**src/rrx_pkg.sv**
```systemverilog
package rrx_pkg;
	// ----------------------------------------
	// Operation codes
	// ----------------------------------------
	typedef enum logic [2:0] {
		OP_NONE = 3'h0,
		OP_OR_TO_MEMORY = 3'h1,
		OP_SUBROUTINE_RETURN = 3'h2,
		OP_RETURN_IMMEDIATE = 3'h3,
		OP_INTERRUPT_RETURN = 3'h4,
		OP_ROTATE_LEFT = 3'h5,
		OP_ROTATE_LEFT_TO_REG = 3'h6,
		OP_ROTATE_LEFT_CARRY = 3'h7
	} rrx_op_t;
	// Carry-to-register form uses a separate strobe bit
	localparam int DATA_W = 8;
	localparam int PC_W = 13;
	localparam int MSB = 7;
	localparam logic [7:0] BYTE_ZERO = 8'h00;
	localparam logic [12:0] PC_RESET = 13'h0000;
	localparam logic [7:0] WORK_RESET = 8'h00;
endpackage

```
**src/rrx_core.sv**
```systemverilog
`timescale 1ns/1ps
module rrx_core #(
	parameter int PC_WIDTH = rrx_pkg::PC_W
) (
	input wire logic ref_clk_i,
	input wire logic rst_n_i,
	input wire logic op_valid_i,
	input wire rrx_pkg::rrx_op_t op_code_i,
	input wire logic carry_to_reg_i,
	input wire logic [7:0] mem_rd_data_i,
	input wire logic [7:0] imm_data_i,
	input wire logic [PC_WIDTH-1:0] stack_top_i,
	input wire logic irq_pending_i,
	input wire logic [7:0] work_register_i,
	input wire logic carry_i,
	input wire logic zero_i,
	input wire logic global_interrupt_enable_i,
	output logic [7:0] mem_wr_data_o,
	output logic mem_wr_en_o,
	output logic [7:0] work_register_o,
	output logic carry_o,
	output logic zero_o,
	output logic global_interrupt_enable_o,
	output logic stack_pop_o,
	output logic pc_load_o,
	output logic [PC_WIDTH-1:0] pc_value_o,
	output logic irq_take_o
);
	// ----------------------------------------
	// Elaboration check
	// ----------------------------------------
	if (PC_WIDTH < 1 || PC_WIDTH > 16) begin : g_bad_pc
		$error("PC_WIDTH out of range");
	end

	typedef struct packed {
		logic [7:0] mem_wr_data;
		logic mem_wr_en;
		logic [7:0] work;
		logic carry;
		logic zero;
		logic gie;
		logic pop;
		logic pc_load;
		logic [PC_WIDTH-1:0] pc_value;
		logic irq_take;
	} rrx_state_t;

	rrx_state_t st_ff;
	rrx_state_t nxt_st;
	// Kept apart from the state struct: it runs on the raw reset, the struct on its copy
	logic [1:0] rst_sync_ff;
	logic rst_n;

	function automatic logic [7:0] rot_left(input logic [7:0] v, input logic in_bit);
		rot_left = {v[rrx_pkg::MSB-1:0], in_bit};
	endfunction

	always_ff @(posedge ref_clk_i or negedge rst_n_i) begin
		if (!rst_n_i) begin
			rst_sync_ff <= 2'h0;
		end else begin
			rst_sync_ff <= {rst_sync_ff[0], 1'b1};
		end
	end
	assign rst_n = rst_sync_ff[1];

	// ----------------------------------------
	// Execute
	// ----------------------------------------
	always_comb begin
		nxt_st = st_ff;
		nxt_st.mem_wr_en = 1'b0;
		nxt_st.pop = 1'b0;
		nxt_st.pc_load = 1'b0;
		nxt_st.irq_take = 1'b0;
		// Flags default to the carry_i, zero_i and global_interrupt_enable_i inputs, so untouched ops pass them on
		nxt_st.work = work_register_i;
		nxt_st.carry = carry_i;
		nxt_st.zero = zero_i;
		nxt_st.gie = global_interrupt_enable_i;
		nxt_st.mem_wr_data = mem_rd_data_i;
		nxt_st.pc_value = stack_top_i;
		if (op_valid_i) begin
			case (op_code_i)
				rrx_pkg::OP_OR_TO_MEMORY: begin
					nxt_st.mem_wr_data = work_register_i | mem_rd_data_i;
					nxt_st.mem_wr_en = 1'b1;
					nxt_st.zero = ((work_register_i | mem_rd_data_i) == rrx_pkg::BYTE_ZERO);
				end
				rrx_pkg::OP_SUBROUTINE_RETURN: begin
					nxt_st.pop = 1'b1;
					nxt_st.pc_load = 1'b1;
				end
				rrx_pkg::OP_RETURN_IMMEDIATE: begin
					nxt_st.pop = 1'b1;
					nxt_st.pc_load = 1'b1;
					nxt_st.work = imm_data_i;
				end
				rrx_pkg::OP_INTERRUPT_RETURN: begin
					nxt_st.pop = 1'b1;
					nxt_st.pc_load = 1'b1;
					nxt_st.gie = 1'b1;
					nxt_st.irq_take = irq_pending_i;
				end
				rrx_pkg::OP_ROTATE_LEFT: begin
					nxt_st.mem_wr_data = rot_left(mem_rd_data_i, mem_rd_data_i[rrx_pkg::MSB]);
					nxt_st.mem_wr_en = 1'b1;
				end
				rrx_pkg::OP_ROTATE_LEFT_TO_REG: begin
					nxt_st.work = rot_left(mem_rd_data_i, mem_rd_data_i[rrx_pkg::MSB]);
				end
				rrx_pkg::OP_ROTATE_LEFT_CARRY: begin
					nxt_st.carry = mem_rd_data_i[rrx_pkg::MSB];
					if (carry_to_reg_i) begin
						nxt_st.work = rot_left(mem_rd_data_i, carry_i);
					end else begin
						nxt_st.mem_wr_data = rot_left(mem_rd_data_i, carry_i);
						nxt_st.mem_wr_en = 1'b1;
					end
				end
				default: begin
				end
			endcase
		end
	end

	always_ff @(posedge ref_clk_i or negedge rst_n) begin
		if (!rst_n) begin
			st_ff.mem_wr_data <= rrx_pkg::BYTE_ZERO;
			st_ff.mem_wr_en <= 1'b0;
			st_ff.work <= rrx_pkg::WORK_RESET;
			st_ff.carry <= 1'b0;
			st_ff.zero <= 1'b0;
			st_ff.gie <= 1'b0;
			st_ff.pop <= 1'b0;
			st_ff.pc_load <= 1'b0;
			st_ff.pc_value <= '0;
			st_ff.irq_take <= 1'b0;
		end else begin
			st_ff.mem_wr_data <= nxt_st.mem_wr_data;
			st_ff.mem_wr_en <= nxt_st.mem_wr_en;
			st_ff.work <= nxt_st.work;
			st_ff.carry <= nxt_st.carry;
			st_ff.zero <= nxt_st.zero;
			st_ff.gie <= nxt_st.gie;
			st_ff.pop <= nxt_st.pop;
			st_ff.pc_load <= nxt_st.pc_load;
			st_ff.pc_value <= nxt_st.pc_value;
			st_ff.irq_take <= nxt_st.irq_take;
		end
	end

	assign mem_wr_data_o = st_ff.mem_wr_data;
	assign mem_wr_en_o = st_ff.mem_wr_en;
	assign work_register_o = st_ff.work;
	assign carry_o = st_ff.carry;
	assign zero_o = st_ff.zero;
	assign global_interrupt_enable_o = st_ff.gie;
	assign stack_pop_o = st_ff.pop;
	assign pc_load_o = st_ff.pc_load;
	assign pc_value_o = st_ff.pc_value;
	assign irq_take_o = st_ff.irq_take;
endmodule

```
**config.mk**
```make
export PLATFORM = sky130hd
export DESIGN_NAME = rrx_core
export DESIGN_NICKNAME = d
export VERILOG_FILES = /design/src/rrx_pkg.sv /design/src/rrx_core.sv
export SDC_FILE = /design/constraint.sdc
export NUM_CORES = 1
export LEC_CHECK = 0
export BUFFER_PORTS_ARGS = -buffer_cell sky130_fd_sc_hd__buf_2
export CORE_ASPECT_RATIO = 2
export CORE_MARGIN = 3
export CORE_UTILIZATION = 47
export DETAILED_ROUTE_END_ITERATION = 7
export PLACE_DENSITY = 0.83
export REMOVE_ABC_BUFFERS = 1
export SETUP_SLACK_MARGIN = 0.05
export SLEW_MARGIN = 5
export SYNTH_ARGS = -nofsm -noshare
export SYNTH_HDL_FRONTEND = slang
export SYNTH_SLANG_ARGS = --single-unit
```
**constraint.sdc**
```tcl
create_clock -name ref_clk_i -period 2.5 [get_ports ref_clk_i]
set_clock_uncertainty 0.05 [all_clocks]
set_input_delay 0.375 -clock ref_clk_i [delete_from_list [all_inputs] [get_ports ref_clk_i]]
set_output_delay 0.375 -clock ref_clk_i [all_outputs]
set_load 0.01 [all_outputs]
```
# --- After elaboration in Yosys (flattened, before gate mapping) ---
# Cells that the tools add are included.
totals:
  regBits: 38
  latch_bits: 0
  ram_bits: 0
  mem_bits_ro: 0
  inputBits: 48
  out_inout_bits: 36
  elab_cells: 32
  n_memories: 0
classes:
  addsub: 0
  mul: 0
  div: 0
  order_cmp: 0
  n_eq_ne: 7
  shifts: 0
  mux: 11
  bitwise_logic: 1
  n_reduce_logical: 2
ops:
  columns: ["operator", "n"]
  rows:
  - ["9-bit one-hot mux with 3 select lines", 1]
  - ["8-bit one-hot mux with 3 select lines", 1]
  - ["22-bit 2-to-1 mux", 1]
  - ["3-bit equality test (second input constant)", 4]
  - ["9-bit 2-to-1 mux", 1]
  - ["8-bit zero test", 1]
  - ["8-bit 2-to-1 mux", 1]
  - ["8-bit OR", 1]
  - ["3-bit by 2-bit equality test with 1-bit output (second input constant)", 2]
  - ["1-bit 2-to-1 mux", 5]
  - ["3-bit by 1-bit equality test with 1-bit output (second input constant)", 1]
  - ["3-bit OR reduction", 1]
  - ["2-bit 2-to-1 mux", 1]

# --- Longest topological paths before layout ---
depth:
  depth_word: 4
  ltp_mapped: 5
  ltp_nobuf: 3

# --- Worst setup path after synthesis ---
# No wires, ideal clock.
synth_timing:
  path_kind: "input -> register"
  from: "input port op_code_i[1]"
  to: "register st_ff, in the netlist work_register_o[0]"
  setup_ns: 0.126
  arrival_ns: 1.216
  required_ns: 2.324
  path_slack_ns: 1.108
  cell_stages: 4
  path_buffers: 1
  path_cell_list: "buf_2 -> o211ai_4 -> o21bai_4 -> a221o_1"
synth_rtl:
  columns: ["item", "line", "rtl"]
  rows:
  - ["start: declaration", "rrx_core.sv:8", "input wire rrx_pkg::rrx_op_t op_code_i,"]
  - ["end: declaration", "rrx_core.sv:49", "rrx_state_t st_ff;"]

==> flow_results.org <==
** Drt
- Number of DRC violations after detailed-routing iteration 0 :: 63
- After detailed routing, the total wire length is 4200 µm.
- Total number of vias :: between 1000 and 1500
- In the final routed layout, each cell accounts on average for about 17 µm.
- Number of vias per cell :: around 5.7
- In the routed design, unresolved DRC markers number 0.
- For this run, the detailed router's first-pass iteration total came to 4.
- Met3 wire len :: between 400 and 500 µm
- The count of nets left with antenna violations once routing finished came out at 0.
- Signal routing reaches up to met4.
- The detailed router put a total of 1370 µm of wire on met1.
- Wire segments on met2 add up to roughly 2300 µm in the final route.

** Setup path
- For the worst flop-to-flop path, the logic depth is 1.
- The worst register-to-register path begins at rst_sync_ff[1].
- In this run the worst path has a maximum fanout of 30.
- Across all register-to-register paths, the minimum setup slack is around 1900 ps.
- Worst Setup Start Kind :: input port
- The critical path in this run is classified as in -> reg.
- Arrival time at the worst endpoint :: between 1500 and 2000 ps
- Critical path startpoint :: op_code_i[2]
- FF-to-FF End :: pc_value_o[11]
- For the worst setup path, the data required time is around 2600 ps.
- STA classifies the critical path endpoint as a flip-flop.

** Logic synthesis
- Synthesis handed over a netlist of 130 instances.
- Summing the areas of all compound-gate instances in the mapped netlist gives 20.0% of the synthesized area.
- Counting flops and latches in the post-synthesis netlist gives 37.
- Dominant combinational cell family by area after synthesis :: compound AO/OA/AOI/OAI gates
- Simple-gate share of the synthesized area :: between 10% and 20%
- Parity-gate share of the synthesized area counting xor and xnor cells :: 0%
- Top_reg_cell synth :: dfrtp_1
- Yosys mapped a number of flops with a built-in enable equal to 0.
- For this run, asynchronously set or reset flops after synthesis account for 100%.
- Sequential elements use slightly below 60% of the synthesized area.
- Warnings, synthesis :: 0
- Synthesis instantiated 31 different standard cells from the library.
- Post-Synthesis Mean Instance Area :: approximately 12 µm²
- Proportion of synthesized area in mux cells :: around 3.8%
- Post-synthesis share of cell area spent on full adders, half adders and majority gates :: 0%
- Cell area after technology mapping :: between 1500 and 2000 µm²

** STA
- The total count of max-transition violations in the final report came to 0.
- The worst path meets setup with 1030 ps of slack.
- Adding up every negative setup slack in the final design gives 0 ps.
- Unrepaired setup endpoints after global routing :: false
- Maximum frequency from static timing analysis :: 679 MHz
- The smallest clock period supported by the final layout is computed as approximately 1500 ps.
- In this run the tightest slew margin relative to its limit is roughly three fifths.
- The hold violation total from the final report is 0.
- Period utilization :: 59.0%
- At the pin with the least slew margin, the transition time is about 580 ps.
- The tightest hold path in the finished design has a slack of ~140 ps.
- Final number of setup-violating endpoints :: 0

** Clock network
- For the worst-skew pair, the clock arrives at the later sink with an insertion delay of between 200 and 300 ps.
- The clock tree synthesis step divided the H-tree into 2 levels.
- Once the clock tree was built, the resizer swapped 0 gates to a different size.
- TritonCTS buffer count :: 5
- In this run the deepest clock path goes through 2 buffers.
- Clock root buffer :: clkbuf_8
- Clock edge transition at the registers on the reported setup and hold paths :: roughly 70 ps
- TritonCTS built the clock tree.
- CTS saw 37 sinks.

** Floorplanning
- I/O pin count :: 84
- The floorplan step set the die height to between 80 and 90 µm.
- The total area inside the core boundary comes to 3190 µm².
- Std cell rows :: 29
- In this run the horizontal extent of the chip is approximately 47 µm.
- For this configuration, the core starts out at a cell density of 49.5%.
- Die outline area :: approximately 4100 µm²

** Hold path
- Hold Path Class :: in -> reg
- Source of the worst hold timing path :: stack_top_i[9]
- Terminating pin of the worst hold path :: pc_value_o[9]
- Along the worst hold path, the cell count comes to 1.

** Global route
- After global routing the overflow that remains totals 0.
- The number of antenna violations at the first check in global routing came to 0.
- Number of global-route vias before repair :: roughly 1400
- All-layer global routing usage :: between 20 and 25%
- Pin count of the biggest net entering global routing :: 36
- The first global-routing pass estimated about 6500 µm of wire.

** Final layout
- The top cell types in the final layout, fill and taps aside, are 83 x buf_2, 37 x dfrtp_1, 12 x a32oi_1, 10 x nand2_1.
- Cells with a size suffix above 1 make up approximately 44% of the layout.
- Register cell area after layout :: 926 µm²
- Compared with the post-synthesis result, the final layout area differs by 35.0%.
- Filler Cell Count :: around 280
- Total Nets Final :: between 200 and 300
- Summing all multi-input logic gate instances after layout gives slightly below 600 µm².
- Leaving out fill and tap cells, the most frequent cell in the layout is buf_2.
- Diode insertion count for antenna repair :: 0

** Placement
- Pre-CTS worst setup slack :: approximately 750 ps
- The congestion estimate from routability-driven global placement came to approximately 0.85.
- Buffers placed on the I/O ports in this run total 83.
- Detailed placement finished with a half-perimeter wire length of 3230 µm.

** Power and ir drop
- IR analysis of the VDD net gives a maximum drop of 559 µV.
- In this run the static leakage power is ~0.0011 µW.
- Power density normalized to cell area :: around 650 nW/µm²

** Run
- The tool flagged a number of max-cap violations equal to 0.

** Run status
- The run finished with clean final reports.
==> kinds of logic (layout without fill, tap and decap cells) <==
kind of cell / count (synthesis) / after routing
buffers and inverters: 12 / 98
and+or+nand+nor: 38 / 38
other: 1 / 1
DFF: 37 / 37
muxes: 6 / 6
AOI/OAI and AO/OA: 36 / 36
==> cell usage after synthesis, types with 3 or more instances <==
cell        n  share of area [%]
inv_1       5                1.2
a31oi_1     3                1.2
nor4_1      4                1.6
nand2_1    10                2.4
nand2b_1    8                3.2
dfrtp_1    37                 59
mux2i_1     6                3.8
a32oi_1    12                6.7
o2bb2ai_1   8                4.4
o22ai_1     5                2.0
buf_2       4                1.3
or3_1       5                2.0
==> worst max-delay path by stage <==
stage | depth (start not counted) | endpoint
finish | 4 | work_register_o[0]
global route | 4 | work_register_o[0]
CTS | 4 | work_register_o[0]
detailed placement | 4 | work_register_o[0]
global placement | 4 | work_register_o[0]
floorplan | 3 | work_register_o[0]
==> state kept, by name (all words and copies together) (netlist names) <==
name                       cells
pc_value_o                    13
mem_wr_data_o                  8
work_register_o                8
rst_sync_ff                    2
carry_o                        1
global_interrupt_enable_o      1
irq_take_o                     1
mem_wr_en_o                    1
pc_load_o                      1
zero_o                         1
==> per-stage QoR <==
step / instance area (µm²) / util (%) / cells / power [µW]
final: 2130 / 66.8 / 247 / 1390
after global routing: 2130 / 66.8 / 247 / 1460
after CTS: 2130 / 66.8 / 247 / 1400
after detailed placement: 2000 / 62.7 / 238 / 870
after global placement: 2000 / 62.7 / 238 / 864
after floorplan: 1540 / - / 123 / 751
==> metal layers <==
metal  global-route usage, %  up-vias
li1                        -      659
met1                    23.0      652
met2                    37.3       95
met3                    5.35       12
met4                    12.8        0
met5                       0        -
==> layout make-up <==
class	instances	area share (%)
clock buffers	6	3.87
clock inverters	2	1.76
inverters	5	0.880
multi-input cells	81	28.0
flip-flops and latches	37	43.4
well taps	31	1.82
repair buffers	85	20.3
==> critical path, cell delays in order <==
cell and delay, ps:
buf_2 410, o211ai_4 180, o21bai_4 250, a221o_1 370
==> power by group <==
group / switching, µW / total (µW) / internal (µW)
clock network: 209 / 533 / 324
logic: 121 / 212 / 91.6
registers: 9.61 / 645 / 636
total: 340 / 1390 / 1050
==> timing repair <==
| action | in CTS | in global routing |
|---|---|---|
| hold buffers | 1 | 0 |
| endpoints found under the hold margin | 2 | 0 |
| setup buffers | 0 | 0 |
No activity file was read; power rests on OpenSTA's default activity.
